`src/rtl/aeal_pkg.sv`:
```
// constants and types shared by both ends of the encoder alarm link
package aeal_pkg;
  // alarm code pins, one bit per code output transistor (1 = on)
  localparam logic [2:0] CODE_ENCODER   = 3'h0;
  localparam logic [2:0] CODE_OVERSPEED = 3'h5;
  localparam logic [2:0] CODE_IDLE      = 3'h0;
  // serial status word layout
  localparam int FAULT_W     = 5;
  localparam int FB_DATA     = 0;
  localparam int FB_BATTERY  = 1;
  localparam int FB_SUMCHECK = 2;
  localparam int FB_BACKUP   = 3;
  localparam int FB_GENERAL  = 4;
  // function select word bit choosing the clearing action
  localparam int FSW_W         = 8;
  localparam int FSW_CLEAR_BIT = 1;
  // battery fault threshold, applied by the analog comparator outside
  localparam int BATTERY_LIMIT_MV = 2800;
  // controller register map (byte addresses)
  localparam logic [7:0] OFS_CTRL     = 8'h00;
  localparam logic [7:0] OFS_STATUS   = 8'h04;
  localparam logic [7:0] OFS_SERIAL   = 8'h08;
  localparam logic [7:0] OFS_INT_STAT = 8'h0C;
  localparam logic [7:0] OFS_INT_MASK = 8'h10;
  // control register fields
  localparam int CTRL_SENSOR = 0;
  localparam int CTRL_SERIAL = 1;
  localparam int CTRL_SERVO  = 2;
  localparam int CTRL_W      = 3;
  localparam logic [CTRL_W-1:0] CTRL_RESET = 3'h0;
  // interrupt fields
  localparam int IRQ_ALARM  = 0;
  localparam int IRQ_SERIAL = 1;
  localparam int IRQ_W      = 2;
  localparam logic [IRQ_W-1:0] IRQ_RESET = 2'h0;
  // latched alarm identity
  typedef enum logic [2:0] {
    AL_NONE, AL_GENERAL, AL_BACKUP, AL_SUMCHECK, AL_BATTERY, AL_DATA, AL_OVERSPEED
  } aeal_alarm_e;
endpackage : aeal_pkg

```
`src/rtl/aeal_link_if.sv`:
```
// wires between the alarm logic and the host motion controller
`timescale 1ns/1ps
`default_nettype none
interface aeal_link_if;
  logic       sensor_enable_input;
  logic       serial_request;
  logic [2:0] alarm_code;
  logic       alarm_summary_on;
  logic       serial_bit;
  logic       serial_first;
  logic       serial_last;

  modport device (
    input  sensor_enable_input,
    input  serial_request,
    output alarm_code,
    output alarm_summary_on,
    output serial_bit,
    output serial_first,
    output serial_last
  );
  modport host (
    output sensor_enable_input,
    output serial_request,
    input  alarm_code,
    input  alarm_summary_on,
    input  serial_bit,
    input  serial_first,
    input  serial_last
  );
endinterface : aeal_link_if
`default_nettype wire

```
`src/rtl/aeal_device.sv`:
```
// absolute encoder alarm detection, latching and reporting
//
// Our own choices: the register addresses and the APB register port.
`timescale 1ns/1ps
`default_nettype none
//
// Behaviour
// - encoder alarms drive code 000, summary off
// - encoder alarms only with absolute encoder selected
// - backup error needs 12-bit encoder, supplies lost
// - memory check abnormality gives sum-check error
// - sum-check while running first shows general
// - sum-check code only after enable or power cycle
// - sum-check visible on serial channel while running
// - battery fault deferred to next enable or power
// - battery fault visible on serial channel
// - low battery or missing battery is fault
// - data fault deferred to next enable or power
// - data fault visible on serial channel
// - select bit chooses enable toggle or power clear
// - host turns servo off before dropping enable, at the same edge if the motor is stopped
// - encoder alarm present at restart gives general error
// - overspeed drives code 101, summary off
module aeal_device
  import aeal_pkg::*;
(
  // clock and reset (reset stands for a drive power cycle)
  input  wire logic             pclk,
  input  wire logic             presetn,
  // link toward the host controller
  aeal_link_if.device           link,
  // encoder configuration
  input  wire logic             abs_encoder_sel,
  input  wire logic             enc_12bit_sel,
  input  wire logic [FSW_W-1:0] function_select_word,
  // raw fault indications from the encoder front end
  input  wire logic             enc_general_fault,
  input  wire logic             backup_supply_lost,
  input  wire logic             memory_check_fault,
  input  wire logic             battery_below_limit,
  input  wire logic             battery_absent,
  input  wire logic             data_fault,
  input  wire logic             overspeed_fault,
  // latched alarm for local display
  output aeal_alarm_e           alarm_id
);
  ////////////////////////////////////////////////////////////////////////
  // qualified faults
  logic f_general;
  logic f_backup;
  logic f_sum;
  logic f_battery;
  logic f_data;
  logic power_cycle_only;

  assign f_general = abs_encoder_sel & enc_general_fault;
  assign f_backup  = abs_encoder_sel & enc_12bit_sel & backup_supply_lost;
  assign f_sum     = abs_encoder_sel & memory_check_fault;
  // comparator trips at BATTERY_LIMIT_MV
  assign f_battery = abs_encoder_sel & (battery_below_limit | battery_absent);
  assign f_data    = abs_encoder_sel & data_fault;
  assign power_cycle_only = function_select_word[FSW_CLEAR_BIT];

  ////////////////////////////////////////////////////////////////////////
  // sensor enable edges and power-up restart
  logic sen_q;
  logic power_up;
  logic sen_rise;
  logic sen_fall;
  logic restart;
  logic clear_req;

  always_ff @(posedge pclk or negedge presetn) begin
    if (!presetn) begin
      sen_q <= 1'b0;
    end else begin
      sen_q <= link.sensor_enable_input;
    end
  end

  // first cycle after release acts as the power-on evaluation
  always_ff @(posedge pclk or negedge presetn) begin
    if (!presetn) begin
      power_up <= 1'b1;
    end else begin
      power_up <= 1'b0;
    end
  end

  assign sen_rise  = link.sensor_enable_input & ~sen_q;
  assign sen_fall  = ~link.sensor_enable_input & sen_q;
  assign restart   = sen_rise | power_up;
  assign clear_req = sen_fall & ~power_cycle_only;

  ////////////////////////////////////////////////////////////////////////
  // deferred faults, remembered until the next restart
  // new fault in the restart cycle wins over consumption
  logic pend_sum;
  logic pend_battery;
  logic pend_data;

  always_ff @(posedge pclk or negedge presetn) begin
    if (!presetn) begin
      pend_sum     <= 1'b0;
      pend_battery <= 1'b0;
      pend_data    <= 1'b0;
    end else begin
      pend_sum     <= f_sum     | (pend_sum     & ~restart);
      pend_battery <= f_battery | (pend_battery & ~restart);
      pend_data    <= f_data    | (pend_data    & ~restart);
    end
  end

  ////////////////////////////////////////////////////////////////////////
  // alarm latch
  aeal_alarm_e next_alarm;
  logic [2:0]  next_code;
  logic        next_summary_on;

  always_comb begin
    next_alarm = alarm_id;
    if (clear_req) begin
      next_alarm = AL_NONE;
    end
    if (next_alarm == AL_NONE) begin
      if (overspeed_fault) begin
        next_alarm = AL_OVERSPEED;
      end else if (restart) begin
        if (pend_sum | f_sum) begin
          next_alarm = AL_SUMCHECK;
        end else if (pend_data | f_data) begin
          next_alarm = AL_DATA;
        end else if (pend_battery | f_battery) begin
          next_alarm = AL_BATTERY;
        end else if (f_backup) begin
          next_alarm = AL_BACKUP;
        end else if (f_general) begin
          next_alarm = AL_GENERAL;
        end
      end else if (f_general) begin
        next_alarm = AL_GENERAL;
      end else if (f_backup) begin
        next_alarm = AL_BACKUP;
      end else if (f_sum) begin
        next_alarm = AL_GENERAL;
      end
    end else if (restart && next_alarm != AL_OVERSPEED) begin
      // still latched because only a power cycle may clear it
      next_alarm = AL_GENERAL;
    end
  end

  always_comb begin
    next_code       = CODE_IDLE;
    next_summary_on = 1'b0;
    unique case (next_alarm)
      AL_NONE: begin
        next_code       = CODE_IDLE;
        next_summary_on = 1'b1;
      end
      AL_GENERAL, AL_BACKUP, AL_SUMCHECK, AL_BATTERY, AL_DATA: begin
        next_code = CODE_ENCODER;
      end
      AL_OVERSPEED: begin
        next_code = CODE_OVERSPEED;
      end
      default: begin
        next_code = CODE_IDLE;
      end
    endcase
  end

  // held until cleared; only reset or a permitted toggle releases it
  always_ff @(posedge pclk or negedge presetn) begin
    if (!presetn) begin
      alarm_id <= AL_NONE;
    end else begin
      alarm_id <= next_alarm;
    end
  end

  always_ff @(posedge pclk or negedge presetn) begin
    if (!presetn) begin
      link.alarm_code       <= CODE_IDLE;
      link.alarm_summary_on <= 1'b1;
    end else begin
      link.alarm_code       <= next_code;
      link.alarm_summary_on <= next_summary_on;
    end
  end

  ////////////////////////////////////////////////////////////////////////
  // serial status channel shows live faults, no restart needed
  logic [FAULT_W-1:0] live_word;

  always_comb begin
    live_word              = '0;
    live_word[FB_DATA]     = f_data;
    live_word[FB_BATTERY]  = f_battery;
    live_word[FB_SUMCHECK] = f_sum;
    live_word[FB_BACKUP]   = f_backup;
    live_word[FB_GENERAL]  = f_general;
  end

  aeal_ser_tx #(
    .W (FAULT_W)
  ) u_ser_tx (
    .pclk      (pclk),
    .presetn   (presetn),
    .word      (live_word),
    .enable    (link.serial_request),
    .ser_bit   (link.serial_bit),
    .ser_first (link.serial_first),
    .ser_last  (link.serial_last)
  );
endmodule : aeal_device
`default_nettype wire

```
`src/rtl/aeal_ser_tx.sv`:
```
// serial status channel transmitter, msb first, repeating frames
`timescale 1ns/1ps
`default_nettype none
module aeal_ser_tx #(
  parameter int W = 5
) (
  // clock and reset
  input  wire logic         pclk,
  input  wire logic         presetn,
  // word to send and channel request
  input  wire logic [W-1:0] word,
  input  wire logic         enable,
  // serial outputs
  output logic              ser_bit,
  output logic              ser_first,
  output logic              ser_last
);
  localparam int CW = (W > 1) ? $clog2(W) : 1;
  logic [CW-1:0] idx;
  logic [W-1:0]  hold;

  // word is captured at frame start so a frame never mixes two samples
  always_ff @(posedge pclk or negedge presetn) begin
    if (!presetn) begin
      idx       <= '0;
      hold      <= '0;
      ser_bit   <= 1'b0;
      ser_first <= 1'b0;
      ser_last  <= 1'b0;
    end else if (!enable) begin
      idx       <= '0;
      ser_bit   <= 1'b0;
      ser_first <= 1'b0;
      ser_last  <= 1'b0;
    end else begin
      ser_first <= (idx == '0);
      ser_last  <= (idx == CW'(W - 1));
      if (idx == '0) begin
        hold    <= word;
        ser_bit <= word[W-1];
      end else begin
        ser_bit <= hold[CW'(W - 1) - idx];
      end
      idx <= (idx == CW'(W - 1)) ? '0 : idx + 1'b1;
    end
  end
endmodule : aeal_ser_tx
`default_nettype wire
```
`src/flat_wrapper.sv`:
```
// flat-port wrapper written by rule: the top's interface ports become plain ports
module aeal_device_flat import aeal_pkg::*;
  (pclk, presetn, abs_encoder_sel, enc_12bit_sel, function_select_word, enc_general_fault, backup_supply_lost, memory_check_fault, battery_below_limit, battery_absent, data_fault, overspeed_fault, alarm_id, link_sensor_enable_input, link_serial_request, link_alarm_code, link_alarm_summary_on, link_serial_bit, link_serial_first, link_serial_last);
  aeal_link_if link_i ();
  input  wire logic pclk;
  input  wire logic presetn;
  input  wire logic abs_encoder_sel;
  input  wire logic enc_12bit_sel;
  input  wire logic [FSW_W-1:0] function_select_word;
  input  wire logic enc_general_fault;
  input  wire logic backup_supply_lost;
  input  wire logic memory_check_fault;
  input  wire logic battery_below_limit;
  input  wire logic battery_absent;
  input  wire logic data_fault;
  input  wire logic overspeed_fault;
  output aeal_alarm_e alarm_id;
  input wire logic [$bits(link_i.sensor_enable_input)-1:0] link_sensor_enable_input;
  input wire logic [$bits(link_i.serial_request)-1:0] link_serial_request;
  output wire logic [$bits(link_i.alarm_code)-1:0] link_alarm_code;
  output wire logic [$bits(link_i.alarm_summary_on)-1:0] link_alarm_summary_on;
  output wire logic [$bits(link_i.serial_bit)-1:0] link_serial_bit;
  output wire logic [$bits(link_i.serial_first)-1:0] link_serial_first;
  output wire logic [$bits(link_i.serial_last)-1:0] link_serial_last;
  assign link_i.sensor_enable_input = link_sensor_enable_input;
  assign link_i.serial_request = link_serial_request;
  assign link_alarm_code = link_i.alarm_code;
  assign link_alarm_summary_on = link_i.alarm_summary_on;
  assign link_serial_bit = link_i.serial_bit;
  assign link_serial_first = link_i.serial_first;
  assign link_serial_last = link_i.serial_last;
  aeal_device u_core (.pclk(pclk), .presetn(presetn), .link(link_i), .abs_encoder_sel(abs_encoder_sel), .enc_12bit_sel(enc_12bit_sel), .function_select_word(function_select_word), .enc_general_fault(enc_general_fault), .backup_supply_lost(backup_supply_lost), .memory_check_fault(memory_check_fault), .battery_below_limit(battery_below_limit), .battery_absent(battery_absent), .data_fault(data_fault), .overspeed_fault(overspeed_fault), .alarm_id(alarm_id));
endmodule
```
`config.mk`:
```
export PLATFORM = sky130hd
export DESIGN_NAME = aeal_device_flat
export DESIGN_NICKNAME = d
export VERILOG_FILES = /design/src/rtl/aeal_pkg.sv /design/src/rtl/aeal_link_if.sv /design/src/rtl/aeal_device.sv /design/src/rtl/aeal_ser_tx.sv /design/src/flat_wrapper.sv
export SDC_FILE = /design/constraint.sdc
export NUM_CORES = 1
export LEC_CHECK = 0
export BUFFER_PORTS_ARGS = -buffer_cell sky130_fd_sc_hd__buf_2
export CAP_MARGIN = 25
export CORE_MARGIN = 5
export CORE_UTILIZATION = 25
export DETAILED_ROUTE_END_ITERATION = 8
export MAX_ROUTING_LAYER = met4
export PLACE_DENSITY = 0.48
export SLEW_MARGIN = 20
export SYNTH_ARGS = -nofsm -noshare
export SYNTH_HDL_FRONTEND = slang
export SYNTH_SLANG_ARGS = --single-unit
```
`constraint.sdc`:
```
create_clock -name pclk -period 2.5 [get_ports pclk]
set_input_delay 0 -clock pclk [delete_from_list [all_inputs] [get_ports pclk]]
set_output_delay 0 -clock pclk [all_outputs]
set_load 0.1 [all_outputs]
```
==> results of run 1 <==
[power breakdown]
part | leakage, nW | switching, mW | total (mW) | internal [mW]
Clock | 0.0255 | 0.118 | 0.230 | 0.111
Sequential | 0.264 | 0.0627 | 0.463 | 0.401
Combinational | 0.365 | 0.386 | 0.516 | 0.130
Total | 0.654 | 0.567 | 1.21 | 0.642
[metrics by stage]
step                area [um^2]  utilization [%]  hold slack (ns)  std cells  setup slack (ns)
finish                     1358            30.96         0.003341        193            0.6032
global route               1358            30.96         0.009464        193            0.4756
CTS                        1358            30.96         0.003996        193            0.6012
detailed placement         1281            29.22        -0.006614        186            0.6765
global placement           1281            29.22         -0.01247        186            0.7097
floorplan                  1141                -          -0.2956        117            0.4890
[cells in the mapped netlist (2+ instances only)]
cell and count:
nand3_1 2, o21ai_0 8, ha_1 4, and3_1 2, nand2_1 20, nand4_1 2
inv_1 8, dfstp_2 2, nor2_1 8, buf_4 2, a31o_1 2, a21boi_0 2
dfrtp_1 19, a21oi_1 3
[kinds of logic (layout without fill, tap and decap cells)]
| group | Yosys count | count (layout) | share of synthesized area [%] |
|---|---|---|---|
| AND/OR/NAND/NOR | 46 | 46 | 20.46 |
| AO/OA/AOI/OAI | 29 | 29 | 19.91 |
| XOR/XNOR | 1 | 1 | 0.7702 |
| other | 1 | 2 | 0.3297 |
| multiplexers | 1 | 1 | 1.980 |
| adder cells (fa/ha/maj) | 4 | 4 | 4.401 |
| flip-flops | 21 | 21 | 46.42 |
| buffers and inverters | 13 | 37 | 5.719 |
[worst reg2reg max path, cell delays in order, from the launching register on]
cell,delay (ns)
dfrtp_1,0.35
or3b_1,0.50
o31ai_2,0.20
nand2_2,0.09
o32ai_2,0.35
and4bb_1,0.23
[routing by layer]
metal	track usage, %	vias up	wire length, um
met5	-	-	0
met4	1.890	0	10
met3	3.356	2	142
met2	14.31	24	1115
met1	13.18	427	1352
li1	-	459	-
[final cells by class]
cell class	instances	area, um^2	area share [%]
Multi-Input combinational cell	83	548.0	40.37
Sequential cell	21	528.0	38.89
Timing Repair Buffer	25	140.1	10.32
Tap cell	52	65.06	4.793
Clock buffer	3	41.29	3.041
Inverter	8	30.03	2.212
Clock inverter	1	5.005	0.3687
[what timing repair did]
| item | in CTS | in global routing |
|---|---|---|
| hold buffers | 3 | 0 |
| setup endpoints to repair | 0 | 0 |
| endpoints found under the hold margin | 21 | 0 |
[how the worst max path moves through the flow]
stage | start | to | slack [ns]
floorplan | u_core.alarm_id[1]$_DFF_PN0_ | u_core.link.alarm_code[0]$_DFF_PN0_ | 0.49
finish | link_sensor_enable_input | u_core.link.alarm_code[0]$_DFF_PN0_ | 0.60
global placement | u_core.sen_q$_DFF_PN0_ | u_core.link.alarm_code[0]$_DFF_PN0_ | 0.71
CTS | link_sensor_enable_input | u_core.link.alarm_code[0]$_DFF_PN0_ | 0.60
global route | link_sensor_enable_input | u_core.link.alarm_code[0]$_DFF_PN0_ | 0.48
detailed placement | u_core.sen_q$_DFF_PN0_ | u_core.link.alarm_code[0]$_DFF_PN0_ | 0.68
==> metrics.csv, run 1 <==
stage,metric,value,unit
status,status,completed,
detailed_routing,DRT antenna net count,0,
sta,Final Setup Violations,0,
place,Placer Congestion,0.8444,
clock_tree,TritonCTS clock tree,yes,
flow_run,max cap viols,0,
clock_tree,Post-CTS Setup Bufs,0,
sta,RSZ-0062 raised after global routing,no,
finish,layout cells sized above 1,26.24,%
setup_path,internal reg-to-reg setup slack,0.67,ns
detailed_routing,vias per cell,4.725,
sta,relative slew slack,63.22,%
setup_path,critical path type,input port to flip-flop,
setup_path,Bufs and invs on worst path,2,
detailed_routing,DRC viols,0,
floorplanning,core box area,4384,um^2
floorplanning,Die Wd,77.45,um
global_routing,GRT Total Usage,9.777,%
min_path,min-delay worst type,input port to flip-flop,
logic_synthesis,area share of the largest cell type after synthesis,41.80,%
global_routing,gr ovfl total,0,
power_and_ir_drop,maximum vdd drop,0.0003365,V
setup_path,r2r endpoint,u_core.link.alarm_code[0]$_DFF_PN0_,
clock_tree,"Clk pin slew, worst setup/hold paths",0.08,ns
sta,Final min period,1.897,ns
logic_synthesis,"Avg Cell Area, Syn",9.805,um^2
sta,Slew @ Worst Pin,0.5497,ns
logic_synthesis,cell taking the most area after synthesis,dfrtp_1,
clock_tree,CTS Buf Count,3,
global_routing,first-pass GRT wire length,4.609,mm
logic_synthesis,cell area after synthesis,1137,um^2
finish,"most common cell after layout, fill and taps aside",buf_2,
logic_synthesis,Post-synth ARST share,100.0,%
clock_tree,H-Tree Level Count,1,
logic_synthesis,YS warnings,0,
setup_path,Register-to-Register Path Depth,5,
power_and_ir_drop,Pwr Density,890.5,nW/um^2
floorplanning,Ports,31,
setup_path,critical path's slowest cell,dlygate4sd3_1,
setup_path,Worst setup EP type,flip-flop,
finish,"commonest non-fill, non-tap cells in the layout","buf_2 (22), nand2_1 (20), dfrtp_1 (19)",
place,I/O Buffers,22,
detailed_routing,Via Count,912,
place,hpwl dp,2.044,mm
detailed_routing,Wirelength per Cell,13.58,um
floorplanning,Initial Util,25.94,%
detailed_routing,DR iter-0 viols,18,
sta,Setup TNS Final,0,ns
clock_tree,CTS resizes,0,
finish,synthesis-to-finish area growth,19.36,%
global_routing,vias in the first global route,979,
setup_path,required time of the worst setup path,2.65,ns
finish,biggest regs,"u_core.u_ser_tx.hold x5, u_core.alarm_id x3, u_core.u_ser_tx.idx x3",
logic_synthesis,top_reg_cell synth,dfrtp_1,
finish,most flop-heavy register,u_core.u_ser_tx.hold,
global_routing,largest net degree at the start of global routing,22,
logic_synthesis,Yosys cell types,46,
floorplanning,row cnt,24,
finish,Antenna diodes,0,
sta,crit share post-route,75.87,%
sta,fin. max-slew vios,0,
floorplanning,die height,77.45,um
sta,final setup skew,0.0009166,ns
clock_tree,CTS Root Cell,clkbuf_8,
setup_path,startpoint types,input port,
sta,FMAX,527.2,MHz
setup_path,Levels on crit path,7,
sta,"Hold Vio Cnt, Final",0,
power_and_ir_drop,Overall Power,1.209,mW
setup_path,Crit Path Max Fanout,9,
logic_synthesis,sequential-to-total area share from yosys stat,46.42,%
detailed_routing,Routed WL,2.621,mm
min_path,hold_sp,link_serial_request,
setup_path,Worst path max stage delay,0.53,ns
logic_synthesis,"top cells by area, synth","dfrtp_1 (42%), nand2_1 (6.6%), dfstp_2 (4.6%)",
logic_synthesis,Yosys reg bits,21,
logic_synthesis,cell count after synthesis,116,
finish,layout filler cell count,481,
floorplanning,die area,5999,um^2
min_path,Hold EP,u_core.u_ser_tx.ser_last$_DFF_PN0_,
setup_path,Reg-to-Reg Start,u_core.sen_q$_DFF_PN0_,
clock_tree,Bufs on Longest Clock Path,2,
min_path,worst hold stages,2,
setup_path,CP arrival,2.05,ns
finish,max reg flops,5,
setup_path,CP cell instances,dlygate4sd3_1 > buf_2 > or3b_1 > o31ai_2 > nand2_2 > o32ai_2 > and4bb_1,
finish,final net count,167,
setup_path,CP top delay family,simple AND/OR/NAND/NOR gates,
clock_tree,clk sinks,21,
power_and_ir_drop,Pleak,0.6541,nW
logic_synthesis,Post-synth EDFFs,0,
global_routing,initial antenna violation count,0,
detailed_routing,drt first pass iters,4,
clock_tree,Worst-Skew Late Latency,0.26,ns
Power figures use the tool's default switching activity.
==> run 2, diff against run 1 <==
- ABC_AREA: unset -> 1
- clock period: 2.5 -> 1.9 ns (I/O delays scaled with it)
==> metrics.csv, run 2 <==
stage,metric,value,unit
status,status,completed,
detailed_routing,DRT antenna net count,0,
floorplanning,Initial Util,25.92,%
global_routing,largest net degree at the start of global routing,22,
finish,"most common cell after layout, fill and taps aside",nand2_1,
logic_synthesis,Synth top cells by count,"nand2_1 (39), dfrtp_1 (19), inv_1 (18)",
finish,post-layout util,31.67,%
setup_path,Worst path max stage delay,0.42,ns
floorplanning,die height,77.19,um
finish,Post-Layout Cell Count,224,
setup_path,Register-to-Register Path Depth,7,
clock_tree,Post-CTS Setup Bufs,0,
setup_path,critical path type,flip-flop to flip-flop,
floorplanning,Die Wd,77.19,um
clock_tree,"Clk pin slew, worst setup/hold paths",0.08,ns
clock_tree,Worst-Skew Late Latency,0.27,ns
finish,"commonest non-fill, non-tap cells in the layout","nand2_1 (39), buf_2 (22), dfrtp_1 (19)",
sta,FMAX,641.0,MHz
clock_tree,H-Tree Level Count,1,
sta,final hold slack,0.04944,ns
sta,Final min period,1.560,ns
power_and_ir_drop,Pleak,0.7411,nW
sta,crit share post-route,82.11,%
detailed_routing,Routed WL,2.450,mm
logic_synthesis,area share of the largest cell type after synthesis,42.13,%
global_routing,GRT Total Usage,9.005,%
clock_tree,CTS Buf Count,3,
min_path,min-delay worst type,input port to flip-flop,
power_and_ir_drop,Pwr Density,1193,nW/um^2
power_and_ir_drop,Overall Power,1.645,mW
logic_synthesis,"top cells by area, synth","dfrtp_1 (42%), nand2_1 (13%), inv_1 (6.0%)",
global_routing,gr ovfl total,0,
sta,fin. max-slew vios,0,
logic_synthesis,Post-synth ARST share,100.0,%
detailed_routing,DRC viols,0,
setup_path,startpoint types,flip-flop,
detailed_routing,drt first pass iters,4,
global_routing,first-pass GRT wire length,4.333,mm
logic_synthesis,"Avg Cell Area, Syn",7.892,um^2
logic_synthesis,cell count after synthesis,143,
setup_path,Bufs and invs on worst path,2,
place,DP Cell Count,216,
finish,max reg flops,5,
finish,final instance area,1379,um^2
place,DP Area,1292,um^2
floorplanning,core box area,4354,um^2
finish,synthesis-to-finish area growth,22.17,%
setup_path,critical path's slowest cell,dfrtp_1,
sta,PnR worst setup slack,0.3398,ns
place,I/O Buffers,22,
sta,final setup skew,0.001467,ns
logic_synthesis,Post-synth EDFFs,0,
floorplanning,row cnt,24,
detailed_routing,Via Count,971,
finish,layout cells sized above 1,23.26,%
flow_run,max cap viols,0,
clock_tree,TritonCTS clock tree,yes,
logic_synthesis,top_reg_cell synth,dfrtp_1,
global_routing,vias in the first global route,981,
logic_synthesis,YS warnings,0,
setup_path,CP cell instances,inv_1 > ha_1 > ha_1 > nand2_1 > inv_1 > nand3_1 > nand2_1,
finish,final net count,198,
detailed_routing,vias per cell,4.335,
detailed_routing,DR iter-0 viols,20,
finish,most flop-heavy register,u_core.u_ser_tx.hold,
min_path,worst hold stages,3,
setup_path,CP top delay family,adder cells,
setup_path,Worst setup EP type,flip-flop,
logic_synthesis,cell taking the most area after synthesis,dfrtp_1,
setup_path,required time of the worst setup path,2.06,ns
setup_path,Levels on crit path,7,
setup_path,Crit Path Max Fanout,10,
clock_tree,CTS Root Cell,clkbuf_8,
logic_synthesis,Yosys cell types,26,
place,Placer Congestion,0.7767,
sta,Final Setup Violations,0,
place,hpwl dp,1.887,mm
setup_path,CP arrival,1.72,ns
sta,Setup TNS Final,0,ns
logic_synthesis,most common cell in the netlist,nand2_1,
global_routing,initial antenna violation count,0,
floorplanning,die area,5958,um^2
sta,RSZ-0062 raised after global routing,no,
logic_synthesis,sequential-to-total area share from yosys stat,46.78,%
floorplanning,Ports,31,
finish,Antenna diodes,0,
sta,"Hold Vio Cnt, Final",0,
clock_tree,Bufs on Longest Clock Path,2,
clock_tree,clk sinks,21,
logic_synthesis,cell area after synthesis,1129,um^2
detailed_routing,Wirelength per Cell,10.94,um
finish,biggest regs,"u_core.u_ser_tx.hold x5, u_core.alarm_id x3, u_core.u_ser_tx.idx x3",
place,pre-CTS WS,0.3271,ns
clock_tree,CTS resizes,0,
logic_synthesis,Yosys reg bits,21,
power_and_ir_drop,maximum vdd drop,0.0008813,V
==> run 2: changes by cell type after synthesis, sizes merged, moves of 3 or more <==
cell	before	now
inv	8	22
a21boi	3	0
nor2	8	17
nand2	21	41
nand3	2	10
o21ai	8	14
==> run 2: cell type report <==
| class | count | area (um^2) |
|---|---|---|
| multi-input combinational | 99 | 506.7 |
| clock buffer | 3 | 41.29 |
| inverter | 22 | 82.58 |
| clock inverter | 1 | 5.005 |
| fill | 479 | 2975 |
| sequential | 21 | 528.0 |
| tap | 52 | 65.06 |
| timing repair buffer | 26 | 150.1 |
==> run 2: worst min-delay path, delay by kind of cell <==
kind	cells	cell delay (ns)
simple gates	2	0.16
buf+inv	1	0.12
==> run 2: layer usage <==
metal	global-route usage, %	part of all wire, %	vias to the layer above
li1	-	-	501
met1	11.12	49	435
met2	14.56	44	31
met3	2.927	6.4	4
met4	1.546	0.78	0
met5	-	0	-
==> run 2: path summary, 6_finish.rpt <==
check                                                         start                                endpoint  slack (ns)
max in group asynchronous                                   presetn  u_core.link.alarm_summary_on$_DFF_PN1_        1.34
worst max-delay path               u_core.u_ser_tx.idx[0]$_DFF_PN0_       u_core.u_ser_tx.ser_bit$_DFF_PN0_        0.34
worst min register to register  u_core.u_ser_tx.hold[2]$_DFFE_PN0P_     u_core.u_ser_tx.hold[2]$_DFFE_PN0P_        0.49
min in group asynchronous                                   presetn        u_core.u_ser_tx.idx[0]$_DFF_PN0_        0.21
worst max register to register     u_core.u_ser_tx.idx[0]$_DFF_PN0_       u_core.u_ser_tx.ser_bit$_DFF_PN0_        0.34
worst min-delay path                              enc_general_fault     u_core.u_ser_tx.hold[4]$_DFFE_PN0P_        0.05
==> run 2: report_power, final <==
part,internal [mW],switching (mW)
clock network,0.147,0.160
logic,0.161,0.589
registers,0.530,0.0571
==> run 2: cells by family after synthesis <==
kind of cell             count (synthesis)  share of synthesized area (%)
other                                    1                         0.3323
AND/OR/NAND/NOR                         73                          29.16
buffers and inverters                   24                          8.646
AO/OA/AOI/OAI                           20                          10.64
flip-flops                              21                          46.79
adder cells (fa/ha/maj)                  4                          4.435
==> run 2: timing repair <==
action,CTS,global route
hold buffers,4,0
endpoints found under the hold margin,22,0
endpoints found under the setup margin,0,0
==> run 3, diff against run 2 <==
- ABC_AREA: 1 -> 0
- PLACE_DENSITY: 0.48 -> 0.5
- clock period: 1.9 -> 1.3 ns (I/O delays scaled with it)
==> metrics.csv, run 3 (synthesized netlist as in run 1, its figures left out) <==
stage,metric,value,unit
clock_tree,clk sinks,21,
setup_path,Crit Path Max Fanout,6,
status,status,"finished, violations left",
global_routing,GRT Total Usage,9.983,%
clock_tree,H-Tree Level Count,1,
finish,Antenna diodes,0,
global_routing,met1 usage,11.90,%
detailed_routing,Via Count,1017,
finish,"commonest non-fill, non-tap cells in the layout","buf_4 (21), buf_2 (20), nand2_1 (18)",
global_routing,vias in the first global route,1053,
min_path,min-delay worst type,input port to flip-flop,
clock_tree,CTS Root Cell,clkbuf_8,
power_and_ir_drop,Pwr Density,1632,nW/um^2
finish,layout filler cell count,443,
detailed_routing,DRT antenna net count,0,
floorplanning,Ports,31,
clock_tree,Bufs on Longest Clock Path,2,
finish,"most common cell after layout, fill and taps aside",buf_4,
clock_tree,TritonCTS clock tree,yes,
setup_path,critical path type,flip-flop to flip-flop,
power_and_ir_drop,Pleak,0.7826,nW
floorplanning,core box area,4384,um^2
clock_tree,Worst-Skew Late Latency,0.25,ns
finish,final net count,190,
sta,FMAX,608.7,MHz
sta,RSZ-0062 raised after global routing,yes,
sta,final setup skew,0.004473,ns
detailed_routing,DRC viols,0,
floorplanning,row cnt,24,
finish,layout cells sized above 1,45.12,%
setup_path,startpoint types,flip-flop,
global_routing,gr busiest metal,met2,
floorplanning,Die Wd,77.45,um
setup_path,internal reg-to-reg setup slack,-0.34,ns
status,failing checks,negative setup slack,
sta,Final min period,1.643,ns
sta,PnR worst setup slack,-0.3428,ns
place,I/O Buffers,22,
detailed_routing,DR iter-0 viols,22,
setup_path,required time of the worst setup path,1.44,ns
clock_tree,CTS Buf Count,3,
clock_tree,"Clk pin slew, worst setup/hold paths",0.08,ns
global_routing,largest net degree at the start of global routing,22,
detailed_routing,vias per cell,4.708,
detailed_routing,drt first pass iters,4,
floorplanning,die height,77.45,um
global_routing,met2 usage,16.58,%
finish,most flop-heavy register,u_core.u_ser_tx.hold,
global_routing,initial antenna violation count,0,
setup_path,CP arrival,1.79,ns
finish,max reg flops,5,
place,pre-CTS WS,-0.4753,ns
power_and_ir_drop,maximum vdd drop,0.001030,V
detailed_routing,Wirelength per Cell,13.55,um
sta,fin. max-slew vios,0,
finish,biggest regs,"u_core.u_ser_tx.hold x5, u_core.alarm_id x3, u_core.u_ser_tx.idx x3",
sta,crit share post-route,126.4,%
sta,"Hold Vio Cnt, Final",0,
setup_path,Worst setup EP type,flip-flop,
finish,synthesis-to-finish area growth,46.75,%
place,hpwl dp,2.238,mm
floorplanning,die area,5999,um^2
global_routing,met3 global-route usage,2.546,%
floorplanning,Initial Util,25.94,%
place,DP Area,1494,um^2
global_routing,gr ovfl total,0,
place,Placer Congestion,0.8064,
finish,final instance area,1669,um^2
flow_run,max cap viols,0,
global_routing,first-pass GRT wire length,4.774,mm
sta,Final Setup Violations,6,
detailed_routing,Routed WL,2.926,mm
run 3: changes by cell type in the layout (fill, tap and decap cells not counted), moves of 3 or more:
cell,change
inv_1,-12
nor2_1,-8
buf_6,+3
nand2_1,-21
o21ai_0,-5
dfrtp_4,+3
nand3_1,-6
dfrtp_1,-4
buf_4,+21
run 3: worst paths after layout:
kind	startpoint	endpoint	cells past startpoint
worst max-delay path	u_core.sen_q$_DFF_PN0_	u_core.link.alarm_code[0]$_DFF_PN0_	5
worst min-delay path	battery_below_limit	u_core.pend_battery$_DFF_PN0_	3
worst max register to register	u_core.sen_q$_DFF_PN0_	u_core.link.alarm_code[0]$_DFF_PN0_	5
worst min register to register	u_core.u_ser_tx.hold[2]$_DFFE_PN0P_	u_core.u_ser_tx.hold[2]$_DFFE_PN0P_	2
max in group asynchronous	presetn	u_core.alarm_id[2]$_DFF_PN0_	2
min in group asynchronous	presetn	u_core.u_ser_tx.idx[1]$_DFF_PN0_	2
run 3: cell type report:
cell class	count	area [um^2]	area share (%)
Clock buffer	4	45.04	2.699
Sequential cell	21	540.5	32.38
Multi-Input combinational cell	83	636.9	38.16
Inverter	8	30.03	1.799
Timing Repair Buffer	48	351.6	21.06
Tap cell	52	65.06	3.898
run 3: per-layer routing:
layer / vias up / part of all wire, %
met4: 0 / 0.27
met1: 485 / 46
met2: 26 / 49
met3: 2 / 5.0
li1: 504 / -
met5: - / 0
run 3: metrics by stage:
step	util (%)	std cells	power, mW	TNS, ns	hold WS [ns]
after floorplan	-	117	1.761	-1.236	-0.2956
final	38.07	216	2.724	-1.408	0.04128
after global placement	34.08	206	2.194	-1.959	-0.01174
after global routing	38.07	216	2.855	-1.762	0.06976
after CTS	36.64	214	2.680	-1.387	0.02050
after detailed placement	34.08	206	2.206	-2.300	-0.007473
run 3: worst max-delay path, stage by stage, from the launching register on:
cell and delay (ns):
dfrtp_1 0.37, or3b_4 0.29, a21boi_2 0.07, o311a_1 0.33, o32ai_4 0.25, and4bb_1 0.22
run 3: what timing repair did:
| item | CTS | global route |
|---|---|---|
| hold buffers | 2 | 0 |
| endpoints found under the setup margin | 12 | 12 |
| endpoints found under the hold margin | 20 | 0 |
| setup buffers | 2 | 2 |
| resized for setup | 7 | 8 |
| pin swaps | 3 | 5 |
run 3: power breakdown:
group	total, mW	leakage, nW	internal (mW)	switching (mW)
combinational	1.39	0.501	0.539	0.847
clock	0.419	0.0228	0.218	0.201
sequential	0.918	0.259	0.798	0.121
